**src/hdl/cef_flag_bank_map.vh**
```
// register offsets, field positions and reset values of the flag bank
`ifndef CEF_FLAG_BANK_MAP_VH
`define CEF_FLAG_BANK_MAP_VH

// register offsets on the byte register port
`define CEF_ADDR_ANALOG_FLAGS    8'h05
`define CEF_ADDR_FAULT_FLAGS     8'h06
`define CEF_ADDR_CHG_MASK        8'h07
`define CEF_ADDR_FAULT_MASK      8'h08

// reset values
`define CEF_RST_ANALOG_FLAGS     8'h00
`define CEF_RST_FAULT_FLAGS      8'h00
`define CEF_RST_CHG_MASK         8'h00
`define CEF_RST_FAULT_MASK       8'h00
`define CEF_RDATA_UNMAPPED       8'h00

// bits that can ever hold a one (reserved bits read zero)
`define CEF_LIVE_ANALOG_FLAGS    8'hF1
`define CEF_LIVE_FAULT_FLAGS     8'h77
`define CEF_LIVE_CHG_MASK        8'h7F
`define CEF_LIVE_FAULT_MASK      8'hBF

// analog event flag fields
`define CEF_CONV_DONE_BIT        7
`define CEF_CMP_ONE_BIT          6
`define CEF_CMP_TWO_BIT          5
`define CEF_CMP_THREE_BIT        4
`define CEF_THERM_OPEN_BIT       0

// fault and timer event flag fields
`define CEF_WATCHDOG_BIT         6
`define CEF_SAFETY_BIT           5
`define CEF_AUX_OCP_BIT          4
`define CEF_WAKE_FIRST_BIT       2
`define CEF_WAKE_SECOND_BIT      1
`define CEF_RESET_WARN_BIT       0

// charger-state mask fields
`define CEF_CONSTANT_VOLTAGE_ENTRY_GATE  6
`define CEF_CHARGE_DONE_GATE             5
`define CEF_INPUT_CURRENT_LIMIT_GATE     4
`define CEF_POWER_PATH_LIMIT_GATE        3
`define CEF_INPUT_VOLTAGE_LIMIT_GATE     2
`define CEF_THERMAL_REGULATION_GATE      1
`define CEF_INPUT_POWER_GOOD_GATE        0

// fault mask fields
`define CEF_INPUT_OVERVOLTAGE_GATE       7
`define CEF_BATTERY_OVERCURRENT_GATE     5
`define CEF_BATTERY_UNDERVOLTAGE_GATE    4
`define CEF_TEMP_REGION_FRIGID_GATE      3
`define CEF_TEMP_REGION_CHILLY_GATE      2
`define CEF_TEMP_REGION_MILD_HOT_GATE    1
`define CEF_TEMP_REGION_OVERHEAT_GATE    0

// widths
`define CEF_REG_W                8
`define CEF_MEAS_W               16
`define CEF_CMP_N                3

`endif

```
**src/hdl/cef_sticky8.v**
```verilog
// one byte of sticky event flags, cleared as a whole on read
`timescale 1ns/1ps
module cef_sticky8 #(
    parameter [7:0] RESET_VALUE = 8'h00,  // value after reset
    parameter [7:0] LIVE_BITS   = 8'hFF   // bits that may ever set
) (
    // clock and reset
    input  wire       mclk,
    input  wire       resetn,
    // event side
    input  wire [7:0] set_vec,      // one-cycle set requests per bit
    // register side
    input  wire       clear_all,    // read strobe of this register
    output reg  [7:0] flags_r       // latched flags
);

    reg [7:0] flags_nxt;  // next flag value

    // clear first, then or in the sets so a set never gets lost
    always @* begin
        flags_nxt = flags_r;
        if (clear_all) begin
            flags_nxt = 8'h00;
        end
        flags_nxt = (flags_nxt | set_vec) & LIVE_BITS;
    end

    // flag storage
    always @(posedge mclk or negedge resetn) begin
        if (!resetn) begin
            flags_r <= RESET_VALUE;
        end else begin
            flags_r <= flags_nxt;
        end
    end

endmodule

```
**src/hdl/cef_flag_bank.v**
```verilog
// event flag and interrupt mask register bank of the charge manager
// What this block does
// - analog flags at 0x5, reset zero, clear-on-read
// - fault/timer flags at 0x6, reset zero, clear-on-read
// - bit 7 sets on completed conversion
// - bits 6-4 set on comparator crossing
// - bit 0 thermistor open; bits 3-1 zero
// - bit 6 sets on watchdog expiry
// - bit 5 sets on safety timer expiry
// - bit 4 sets on regulator overcurrent
// - bits 2,1 set on wake timers
// - bit 0 reset warning; bits 7,3 reserved
// - charger-state mask at 0x7, bit 7 reserved
// - mask bits 6-0 gate charger events
// - fault mask at 0x8, bit 7 overvoltage
// - bits 5-0 gate battery and temperature events
// - mask one suppresses the interrupt
// - mask zero lets the interrupt through
// - direction picks above/below; live status shown
`timescale 1ns/1ps
`include "cef_flag_bank_map.vh"
module cef_flag_bank (
    // clock and reset
    input  wire        mclk,
    input  wire        resetn,

    // byte register port from the serial host interface
    input  wire [7:0]  reg_addr,
    input  wire        reg_rd,
    input  wire        reg_wr,
    input  wire [7:0]  reg_wdata,
    output reg  [7:0]  reg_rdata_r,
    output reg         reg_rvalid_r,

    // converter events
    input  wire        conversion_done,
    input  wire        sample_valid,
    input  wire [15:0] comparator_one_measure,
    input  wire [15:0] comparator_two_measure,
    input  wire [15:0] comparator_three_measure,
    input  wire [15:0] comparator_one_threshold,
    input  wire [15:0] comparator_two_threshold,
    input  wire [15:0] comparator_three_threshold,
    input  wire        comparator_one_direction,
    input  wire        comparator_two_direction,
    input  wire        comparator_three_direction,
    input  wire        thermistor_open,

    // fault and timer events
    input  wire        host_watchdog_expired,
    input  wire        charge_safety_expired,
    input  wire        aux_regulator_overcurrent,
    input  wire        button_wake_first_expired,
    input  wire        button_wake_second_expired,
    input  wire        button_reset_warning_expired,

    // flags and masks held in neighbouring register banks
    input  wire [7:0]  charger_state_flags,
    input  wire [7:0]  fault_flags,
    input  wire [7:0]  analog_event_mask,
    input  wire [7:0]  fault_timer_event_mask,

    // state shown to the rest of the device
    output reg  [2:0]  comparator_status_r,
    output reg  [7:0]  charger_state_irq_mask_r,
    output reg  [7:0]  fault_irq_mask_r,
    output reg         irq_req_r
);

    // ------------------------------------------------------------
    // declarations
    // ------------------------------------------------------------
    wire [7:0]  analog_event_flags;       // latched analog flags
    wire [7:0]  fault_timer_event_flags;  // latched fault flags
    reg  [7:0]  analog_set;               // analog set requests
    reg  [7:0]  fault_set;                // fault set requests
    reg         therm_open_prev_r;        // last thermistor level
    reg         aux_ocp_prev_r;           // last regulator level
    wire [47:0] meas_bus;                 // packed measurements
    wire [47:0] thr_bus;                  // packed thresholds
    wire [2:0]  dir_bus;                  // packed directions
    wire [2:0]  cmp_cond;                 // condition now holding
    wire [2:0]  cmp_cross;                // fresh crossing events
    reg  [2:0]  comparator_status_nxt;    // next live status
    wire        rd_analog;                // read of analog flags
    wire        rd_fault;                 // read of fault flags
    wire        wr_chg_mask;              // write of charger mask
    wire        wr_fault_mask;            // write of fault mask
    reg  [7:0]  reg_rdata_nxt;            // read mux result
    reg  [7:0]  chg_mask_nxt;             // next charger mask
    reg  [7:0]  fault_mask_nxt;           // next fault mask
    wire        irq_nxt;                  // any unmasked flag

    // ------------------------------------------------------------
    // address decode, used by both the read and write paths
    // ------------------------------------------------------------
    function addr_hit;
        input [7:0] addr;
        input [7:0] target;
        begin
            addr_hit = (addr == target);
        end
    endfunction

    // strobes of the four registers
    assign rd_analog     = reg_rd & addr_hit(reg_addr,
                                             `CEF_ADDR_ANALOG_FLAGS);
    assign rd_fault      = reg_rd & addr_hit(reg_addr,
                                             `CEF_ADDR_FAULT_FLAGS);
    assign wr_chg_mask   = reg_wr & addr_hit(reg_addr,
                                             `CEF_ADDR_CHG_MASK);
    assign wr_fault_mask = reg_wr & addr_hit(reg_addr,
                                             `CEF_ADDR_FAULT_MASK);

    // ------------------------------------------------------------
    // comparators
    // ------------------------------------------------------------
    // pack the per-comparator ports so one loop serves all three
    assign meas_bus = {comparator_three_measure,
                       comparator_two_measure,
                       comparator_one_measure};
    assign thr_bus  = {comparator_three_threshold,
                       comparator_two_threshold,
                       comparator_one_threshold};
    assign dir_bus  = {comparator_three_direction,
                       comparator_two_direction,
                       comparator_one_direction};

    // direction one wants above the threshold, zero wants below;
    // equal to the threshold never counts, so a value parked on
    // the threshold cannot chatter the flag
    genvar gi;
    generate
        for (gi = 0; gi < `CEF_CMP_N; gi = gi + 1) begin : g_cmp
            wire [15:0] meas;
            wire [15:0] thr;
            assign meas = meas_bus[gi*`CEF_MEAS_W +: `CEF_MEAS_W];
            assign thr  = thr_bus[gi*`CEF_MEAS_W +: `CEF_MEAS_W];
            assign cmp_cond[gi] = dir_bus[gi] ? (meas > thr)
                                              : (meas < thr);
            // a crossing is the step from not holding to holding
            assign cmp_cross[gi] = sample_valid & cmp_cond[gi] &
                                   ~comparator_status_r[gi];
        end
    endgenerate

    // live status follows each new sample only
    always @* begin
        comparator_status_nxt = comparator_status_r;
        if (sample_valid) begin
            comparator_status_nxt = cmp_cond;
        end
    end

    // status and level history
    always @(posedge mclk or negedge resetn) begin
        if (!resetn) begin
            comparator_status_r <= 3'b000;
            therm_open_prev_r   <= 1'b0;
            aux_ocp_prev_r      <= 1'b0;
        end else begin
            comparator_status_r <= comparator_status_nxt;
            therm_open_prev_r   <= thermistor_open;
            aux_ocp_prev_r      <= aux_regulator_overcurrent;
        end
    end

    // ------------------------------------------------------------
    // set requests of the analog event flags
    // ------------------------------------------------------------
    // levels are edge-detected: a fault that persists sets the
    // flag once and does not refill it after every clearing read
    always @* begin
        analog_set = `CEF_RST_ANALOG_FLAGS;
        analog_set[`CEF_CONV_DONE_BIT] = conversion_done;
        analog_set[`CEF_CMP_ONE_BIT]   = cmp_cross[0];
        analog_set[`CEF_CMP_TWO_BIT]   = cmp_cross[1];
        analog_set[`CEF_CMP_THREE_BIT] = cmp_cross[2];
        analog_set[`CEF_THERM_OPEN_BIT] =
            thermistor_open & ~therm_open_prev_r;
    end

    // ------------------------------------------------------------
    // set requests of the fault and timer event flags
    // ------------------------------------------------------------
    // timers arrive as one-cycle expiry pulses; reserved bits
    // 7 and 3 have no source and stay zero
    always @* begin
        fault_set = `CEF_RST_FAULT_FLAGS;
        fault_set[`CEF_WATCHDOG_BIT]    = host_watchdog_expired;
        fault_set[`CEF_SAFETY_BIT]      = charge_safety_expired;
        fault_set[`CEF_AUX_OCP_BIT]     =
            aux_regulator_overcurrent & ~aux_ocp_prev_r;
        fault_set[`CEF_WAKE_FIRST_BIT]  = button_wake_first_expired;
        fault_set[`CEF_WAKE_SECOND_BIT] =
            button_wake_second_expired;
        fault_set[`CEF_RESET_WARN_BIT]  =
            button_reset_warning_expired;
    end

    // ------------------------------------------------------------
    // the two clear-on-read flag bytes
    // ------------------------------------------------------------
    // analog event flags
    cef_sticky8 #(
        .RESET_VALUE (`CEF_RST_ANALOG_FLAGS),
        .LIVE_BITS   (`CEF_LIVE_ANALOG_FLAGS)
    ) u_analog_flags (
        .mclk      (mclk),
        .resetn    (resetn),
        .set_vec   (analog_set),
        .clear_all (rd_analog),
        .flags_r   (analog_event_flags)
    );

    // fault and timer event flags
    cef_sticky8 #(
        .RESET_VALUE (`CEF_RST_FAULT_FLAGS),
        .LIVE_BITS   (`CEF_LIVE_FAULT_FLAGS)
    ) u_fault_flags (
        .mclk      (mclk),
        .resetn    (resetn),
        .set_vec   (fault_set),
        .clear_all (rd_fault),
        .flags_r   (fault_timer_event_flags)
    );

    // ------------------------------------------------------------
    // mask registers
    // ------------------------------------------------------------
    // reserved bits are not stored, so they always read zero
    always @* begin
        chg_mask_nxt   = charger_state_irq_mask_r;
        fault_mask_nxt = fault_irq_mask_r;
        if (wr_chg_mask) begin
            chg_mask_nxt = reg_wdata & `CEF_LIVE_CHG_MASK;
        end
        if (wr_fault_mask) begin
            fault_mask_nxt = reg_wdata & `CEF_LIVE_FAULT_MASK;
        end
    end

    // mask storage
    always @(posedge mclk or negedge resetn) begin
        if (!resetn) begin
            charger_state_irq_mask_r <= `CEF_RST_CHG_MASK;
            fault_irq_mask_r         <= `CEF_RST_FAULT_MASK;
        end else begin
            charger_state_irq_mask_r <= chg_mask_nxt;
            fault_irq_mask_r         <= fault_mask_nxt;
        end
    end

    // ------------------------------------------------------------
    // read path
    // ------------------------------------------------------------
    // flags are returned as they stood before the clearing edge;
    // an unmapped offset reads zero and has no side effect
    always @* begin
        case (1'b1)
            rd_analog: begin
                reg_rdata_nxt = analog_event_flags;
            end
            rd_fault: begin
                reg_rdata_nxt = fault_timer_event_flags;
            end
            reg_rd & addr_hit(reg_addr, `CEF_ADDR_CHG_MASK): begin
                reg_rdata_nxt = charger_state_irq_mask_r;
            end
            reg_rd & addr_hit(reg_addr, `CEF_ADDR_FAULT_MASK): begin
                reg_rdata_nxt = fault_irq_mask_r;
            end
            default: begin
                reg_rdata_nxt = `CEF_RDATA_UNMAPPED;
            end
        endcase
    end

    // read data holds until the next read
    always @(posedge mclk or negedge resetn) begin
        if (!resetn) begin
            reg_rdata_r  <= `CEF_RDATA_UNMAPPED;
            reg_rvalid_r <= 1'b0;
        end else begin
            reg_rvalid_r <= reg_rd;
            if (reg_rd) begin
                reg_rdata_r <= reg_rdata_nxt;
            end
        end
    end

    // ------------------------------------------------------------
    // interrupt request
    // ------------------------------------------------------------
    // a set mask bit blocks its flag, a clear one passes it;
    // the reserved bits of both mask registers are held at zero, and the
    // flags they would gate never set, so they cannot leak
    assign irq_nxt =
        |(charger_state_flags & ~charger_state_irq_mask_r) |
        |(fault_flags & ~fault_irq_mask_r) |
        |(analog_event_flags & ~analog_event_mask) |
        |(fault_timer_event_flags & ~fault_timer_event_mask);

    // request is registered: one cycle behind the flags
    always @(posedge mclk or negedge resetn) begin
        if (!resetn) begin
            irq_req_r <= 1'b0;
        end else begin
            irq_req_r <= irq_nxt;
        end
    end

endmodule

```
**config.mk**
```make
export PLATFORM = sky130hd
export DESIGN_NAME = cef_flag_bank
export DESIGN_NICKNAME = d
export VERILOG_FILES = /design/src/hdl/cef_sticky8.v /design/src/hdl/cef_flag_bank.v
export VERILOG_INCLUDE_DIRS = /design/src /design/src/hdl
export SDC_FILE = /design/constraint.sdc
export NUM_CORES = 1
export LEC_CHECK = 0
export ABC_AREA = 1
export BUFFER_PORTS_ARGS = -buffer_cell sky130_fd_sc_hd__buf_2
export CAP_MARGIN = 30
export CORE_AREA = 2 2 89 91
export CTS_BUF_LIST = sky130_fd_sc_hd__clkbuf_8
export DETAILED_ROUTE_END_ITERATION = 8
export DIE_AREA = 0 0 91 93
export PLACE_DENSITY = 0.82
export SYNTH_ARGS = -nofsm -noshare
export SYNTH_HDL_FRONTEND = slang
export SYNTH_HIERARCHICAL = 1
export SYNTH_SLANG_ARGS = --single-unit
```
**constraint.sdc**
```tcl
create_clock -name mclk -period 1.3 [get_ports mclk]
set_input_delay 0.065 -clock mclk [delete_from_list [all_inputs] [get_ports mclk]]
set_output_delay 0.065 -clock mclk [all_outputs]
set_load 0.02 [all_outputs]
```
# After elaboration in Yosys (flattened, before gate mapping)
# Index checks and enable logic that the tools add are counted.
op_classes:
  n_eq_ne: 4
  bitwise_logic: 32
  magnitude_cmp: 6
  n_reduce_logical: 4
  mux: 9
op_table:
  columns: ["op", "count"]
  rows:
  - ["$gt A16 B16 Y1", 3]
  - ["$lt A16 B16 Y1", 3]
  - ["$mux W8", 5]
  - ["$reduce_or A8 Y1", 4]
  - ["$and A8 B8 Y8", 3]
  - ["$eq A8 B3 Y1 const B", 3]
  - ["$not A8 Y8", 3]
  - ["$and A1 B1 Y1", 14]
  - ["$and A7 B8 Y8", 1]
  - ["$eq A8 B4 Y1 const B", 1]
  - ["$not A7 Y8", 1]
  - ["$or A8 B8 Y8", 1]
  - ["$mux W7", 1]
  - ["$or A7 B7 Y7", 1]
  - ["$not A1 Y1", 5]
  - ["$mux W1", 3]
  - ["$or A1 B1 Y1", 3]
totals:
  ff_bits: 40
  in_bits: 160
  out_inout_bits: 29

# Depth between registers and ports, before layout
logic_depth:
  word_depth: 6
  ltp_mapped: 16
  mapped_depth_nobuf: 16

# Cells and area by module
# The synthesis kept the hierarchy.
modules_own_cells:
  columns: ["mod", "instances", "cells_per_inst", "seq_area_each_um2", "area_each_um2"]
  rows:
  - ["cef_flag_bank", 1, 438, 725.7, 2946.6]
  - ["cef_sticky8 at u_fault_flags", 1, 28, 150.1, 240.2]
  - ["cef_sticky8 at u_analog_flags", 1, 25, 125.1, 211.5]

# Worst setup path after synthesis
# Ideal clock, no wire load.
synth_path:
  kind: "register -> register"
  startpoint: "register fault_irq_mask_r[1]"
  endpoint: "register irq_req_r"
  required_ns: 1.164
  path_slack_ns: 0.158
  setup_time_ns: 0.136
  arrival_time_ns: 1.006
  path_stages_with_launch: 8
  path_buffers: 0
  path_cell_list: "dfrtp_1 -> inv_1 -> nand2_1 -> o21ai_0 -> nor2_1 -> nand2_1 -> nor4_1 -> nand3_1"
synth_between:
  elab_chain_cells: 6
synth_rtl:
  columns: ["item", "line", "source"]
  rows:
  - ["start: declaration", "cef_flag_bank.v:66", "output reg [7:0] fault_irq_mask_r,"]
  - ["start signal: assignment", "cef_flag_bank.v:247", "fault_irq_mask_r <= `CEF_RST_FAULT_MASK;"]
  - ["start signal: assignment", "cef_flag_bank.v:250", "fault_irq_mask_r <= fault_mask_nxt;"]
  - ["$not A8 Y8", "cef_flag_bank.v:300", "|(fault_flags & ~fault_irq_mask_r) |"]
  - ["$and A8 B8 Y8", "cef_flag_bank.v:300", null]
  - ["$reduce_or A8 Y1", "cef_flag_bank.v:300", null]
  - ["$or A1 B1 Y1", "cef_flag_bank.v:300", null]
  - ["$or A1 B1 Y1", "cef_flag_bank.v:301", "|(analog_event_flags & ~analog_event_mask) |"]
  - ["$or A1 B1 Y1", "cef_flag_bank.v:302", "|(fault_timer_event_flags & ~fault_timer_event_mask);"]
  - ["named net irq_nxt", "cef_flag_bank.v:92", "wire irq_nxt;"]
  - ["end signal: assignment", "cef_flag_bank.v:309", "irq_req_r <= irq_nxt;"]
  - ["end: declaration", "cef_flag_bank.v:67", "output reg irq_req_r"]
# The timed path passes the listed nets, and every way through them passes these cells.
# A chain may end at the register's enable or synchronous reset.

# Final worst setup path
layout_path:
  startpoint: "register charger_state_irq_mask_r[2]"
  endpoint: "register irq_req_r"
layout_between:
  elab_chain_cells: 6
layout_rtl:
  columns: ["item", "line", "source"]
  rows:
  - ["start: declaration", "cef_flag_bank.v:65", "output reg [7:0] charger_state_irq_mask_r,"]
  - ["start signal: assignment", "cef_flag_bank.v:246", "charger_state_irq_mask_r <= `CEF_RST_CHG_MASK;"]
  - ["start signal: assignment", "cef_flag_bank.v:249", "charger_state_irq_mask_r <= chg_mask_nxt;"]
  - ["$not A7 Y8", "cef_flag_bank.v:299", "|(charger_state_flags & ~charger_state_irq_mask_r) |"]
  - ["$and A8 B8 Y8", "cef_flag_bank.v:299", null]
  - ["$reduce_or A8 Y1", "cef_flag_bank.v:299", null]
  - ["$or A1 B1 Y1", "cef_flag_bank.v:300", null]
  - ["$or A1 B1 Y1", "cef_flag_bank.v:301", null]
  - ["$or A1 B1 Y1", "cef_flag_bank.v:302", null]
  - ["named net irq_nxt", "cef_flag_bank.v:92", null]
# The timed path passes the listed nets, and every way through them passes these cells.

==> summary.log <==
[sta] hold slack 0.009078 ns
[critical_path] critical path peak fanout 4
[cts] number of hold-repair buffers added at the cts stage 9
[run_status] outcome finished, final reports clean
[synth] cell area after synthesis 0.003398 mm2
[pwr] switching power summed over all nets 980.0 uW
[critical_path] kind of end point of the critical path flip-flop
[placed_design] Setup WS pre-CTS -0.06687 ns
[routing] number of optimization iterations in the first detailed-route pass 4
[die] Die Y-Extent 93 um
[grt] overflow left after global routing 0
[sta] fmax 0.8441 GHz
[sta] number of failing setup endpoints in the final timing report 0
[pwr] combinational group share of total power 28.3%
[cts] CTS tree built
[pwr] switching share of power 29.95%
[cts] clock root buffer sky130_fd_sc_hd__clkbuf_8
[routing] Vias per Instance 4.709
[routing] via count 3,781
[cts] H-tree level count 2
[layout] layout cells sized above 1 31.95%
[cts] Reg clk slew, reported paths 0.08 ns
[die] initial standard-cell utilization of the core 45.15%
[synth] Yosys warning count 6
[grt] via count of the first global-routing pass 3,716
[synth] share of the yosys chip area belonging to registers 29.46%
[sta] Setup Total Neg Slack 0 ns
[sta] clock skew 0.007757 ns
[layout] Layout Utilization 62.37%
[sta] number of hold-slack violations in the final timing report 0
[synth] Gate Count Post-Synth 491
[sta] Worst Setup Slack, final 0.1153 ns
[worst_hold_path] type of the tightest min-delay check in2reg
[critical_path] list of cells traversed by the critical path inv_1 -> nand2_1 -> o211ai_1 -> nor4_1 -> nand3_1
[die] Die Span X 91 um
[routing] ANT nets after route 0
[layout] final net count 908
[critical_path] WS Path Type reg2reg
[die] placement row count 32
[synth] flop and latch count out of synthesis 40
[worst_hold_path] Worst Hold Launch reg_wdata[6]
[placed_design] count of buffers inserted at the top-level ports 186
[grt] pin count of the biggest net entering global routing 41
[routing] Routed Wire Length 9.651 mm
[pwr] sequential share of power 40.4%
[critical_path] kind of cell adding the most delay to the critical path simple AND/OR/NAND/NOR gates
[layout] growth of design area from synthesis to finish 38.14%
[die] area of the die 0.008463 mm2
[critical_path] element type at the critical path start flip-flop
[sta] max-slew headroom at the worst pin 65.64%
[placed_design] Detailed Place HPWL 8.285 mm
[routing] iteration-0 DRC count of the detailed router 84
[die] I/O pin count 189
[job] maxcap violations 0
[cts] number of buffers inserted during clock tree synthesis 5
[cts] postcts setup bufs 0
[cts] post-cts sizing count 0
[cts] source-to-sink clock delay at the later pin of the worst-skew pair 0.30 ns
[critical_path] buffering stage count on the worst path with inverters included 1
[cts] maximum number of buffers from clock root to sink 2
[sta] time the worst path needs with I/O delays and setup 1.185 ns
[pwr] total power per unit cell area 697.1 mW/mm2
[sta] unrepaired setup endpoints after global routing false
[critical_path] required time of the critical path 1.47 ns
[critical_path] Crit path arrival time 1.36 ns
[grt] GR Util All Layers 22.89%
[placed_design] Final Wtd Congestion 0.8637
[layout] number of antenna cells inserted 0
[cts] number of clock sinks seen by CTS 40
[routing] # DRC 0
[synth] Synth Area per Inst 6.921 um2
[pwr] internal power contribution 2293 uW
[die] CORE AREA 0.007527 mm2
[grt] wire length of the first global-routing pass 15.77 mm
[critical_path] Crit-path slowest cell sky130_fd_sc_hd__dfrtp_1
[critical_path] Slowest Stage Delay on Critical Path 0.42 ns
[sta] fraction of the cycle the final worst path needs 91.13%
[pwr] cell leakage power 0.003034 uW
[critical_path] startpoint of the lowest-slack register-to-register path charger_state_irq_mask_r[2]
[sta] final count of pins violating max slew 0
[pwr] clock group share of total power 31.3%
[sta] actual slew at the worst max-slew pin 0.5154 ns
[grt] number of antenna violations at the first check in global routing 0
[critical_path] Critical path origin charger_state_irq_mask_r[2]
[synth] distinct cell type count after synthesis 27
[routing] routed length per instance 12.02 um
[pwr] Max rail drop VDD 0.3881 mV
-- worst reg2reg max path: stages, from the launching register on --
cell and delay (ns):
sky130_fd_sc_hd__dfrtp_1 0.42, sky130_fd_sc_hd__inv_1 0.06, sky130_fd_sc_hd__nand2_1 0.08, sky130_fd_sc_hd__o211ai_1 0.11
sky130_fd_sc_hd__nor4_1 0.30, sky130_fd_sc_hd__nand3_1 0.10
-- layer usage --
layer,vias to the layer above,global-route usage [%],wire length [um]
met3,13,4.190,665
met4,0,4.419,122
li1,1938,-,-
met1,1664,25.09,3764
met5,-,0,0
met2,166,45.80,5099
-- sequential cells by signal (all words and copies together), names as in the netlist --
signal and flops:
aux_ocp_prev_r 1, charger_state_irq_mask_r 7, comparator_status_r 3, fault_irq_mask_r 7
irq_req_r 1, reg_rdata_r 8, reg_rvalid_r 1, therm_open_prev_r 1
u_analog_flags/flags_r 5, u_fault_flags/flags_r 6
-- cells in the mapped netlist --
cell type                     n  area (um2)
sky130_fd_sc_hd__nand2_1    138       518.0
sky130_fd_sc_hd__inv_1      117       439.2
sky130_fd_sc_hd__ha_1        48       600.6
sky130_fd_sc_hd__dfrtp_1     40        1001
sky130_fd_sc_hd__nor2_1      28       105.1
sky130_fd_sc_hd__a21oi_1     24       120.1
sky130_fd_sc_hd__nand3_1     18       90.09
sky130_fd_sc_hd__o21ai_0     15       75.07
sky130_fd_sc_hd__o22ai_1     11       68.82
sky130_fd_sc_hd__nand4_1     10       62.56
sky130_fd_sc_hd__buf_4        8       60.06
sky130_fd_sc_hd__o21ai_2      6       52.55
sky130_fd_sc_hd__inv_2        5       18.77
sky130_fd_sc_hd__nor4_1       4       25.02
sky130_fd_sc_hd__a21o_1       3       22.52
sky130_fd_sc_hd__conb_1       3       11.26
sky130_fd_sc_hd__nor3_1       2       10.01
sky130_fd_sc_hd__o2111ai_1    2       17.52
sky130_fd_sc_hd__buf_2        1       5.000
sky130_fd_sc_hd__buf_6        1       11.26
sky130_fd_sc_hd__mux2_2       1       11.26
sky130_fd_sc_hd__mux2_4       1       15.01
sky130_fd_sc_hd__nand2_2      1       6.260
sky130_fd_sc_hd__nand3_4      1       17.52
sky130_fd_sc_hd__nor3_2       1       10.01
sky130_fd_sc_hd__nor3_4       1       16.27
sky130_fd_sc_hd__o211ai_1     1       7.510
-- kinds of logic (layout without fill, tap and decap cells) --
family	Yosys count	count (layout)	synth area share (%)
AOI/OAI and AO/OA	62	62	10.71
adders and majority gates	48	48	17.67
buffers and inverters	132	338	15.72
DFF	40	40	29.46
muxes	2	2	0.7730
other	3	7	0.3313
and+or+nand+nor	204	204	25.33
-- power by group through the flow --
stage | registers [uW] | logic (uW) | clock network (uW)
floorplan | 1390 | 437 | 0
global placement | 1350 | 861 | 0
detailed placement | 1350 | 902 | 0
CTS | 1320 | 929 | 1050
global route | 1330 | 1060 | 1100
finish | 1320 | 925 | 1020
-- cells in the final DEF, fill, tap and decap left out, types with 2 or more instances in the layout --
master,Yosys,final
sky130_fd_sc_hd__a21oi_1,24,24
sky130_fd_sc_hd__ha_1,48,48
sky130_fd_sc_hd__inv_1,117,117
sky130_fd_sc_hd__buf_2,1,186
sky130_fd_sc_hd__o21ai_2,6,6
sky130_fd_sc_hd__dfrtp_1,40,40
sky130_fd_sc_hd__o21ai_0,15,15
sky130_fd_sc_hd__o22ai_1,11,11
sky130_fd_sc_hd__a21o_1,3,3
sky130_fd_sc_hd__buf_4,8,13
sky130_fd_sc_hd__nand4_1,10,10
sky130_fd_sc_hd__conb_1,3,7
sky130_fd_sc_hd__clkbuf_8,0,5
sky130_fd_sc_hd__nand2_1,138,138
sky130_fd_sc_hd__inv_2,5,5
sky130_fd_sc_hd__nor2_1,28,28
sky130_fd_sc_hd__nor4_1,4,4
sky130_fd_sc_hd__o2111ai_1,2,2
sky130_fd_sc_hd__nand3_1,18,18
sky130_fd_sc_hd__dlygate4sd3_1,0,9
sky130_fd_sc_hd__nor3_1,2,2
-- final timing paths --
path | end | slack, ns | cells past startpoint
hold / removal | charger_state_irq_mask_r[6] | 0.009 | 2
setup reg to reg | irq_req_r | 0.12 | 5
min in group asynchronous | reg_rdata_r[2] | 0.35 | 3
hold reg to reg | u_fault_flags/flags_r[4] | 0.49 | 3
max in group asynchronous | fault_irq_mask_r[4] | 0.58 | 3
setup / recovery | irq_req_r | 0.12 | 5
-- cell type report --
cell class                      instances  area, um2
Multi-Input combinational cell        323       1878
Inverter                              122      457.9
Tap cell                              102      127.6
Clock buffer                            5      68.82
Fill cell                             690       2833
Sequential cell                        40       1001
Timing Repair Buffer                  208       1119
Clock inverter                          3      42.54
-- through the flow --
| step | instance area (um2) | instances | power, uW |
|---|---|---|---|
| final | 4695 | 803 | 3273 |
| after global placement | 4493 | 786 | 2206 |
| after detailed placement | 4493 | 786 | 2249 |
| after global routing | 4695 | 803 | 3483 |
| after CTS | 4695 | 803 | 3302 |
| after floorplan | 3413 | 495 | 1825 |
Power figures use the tool's default switching activity.
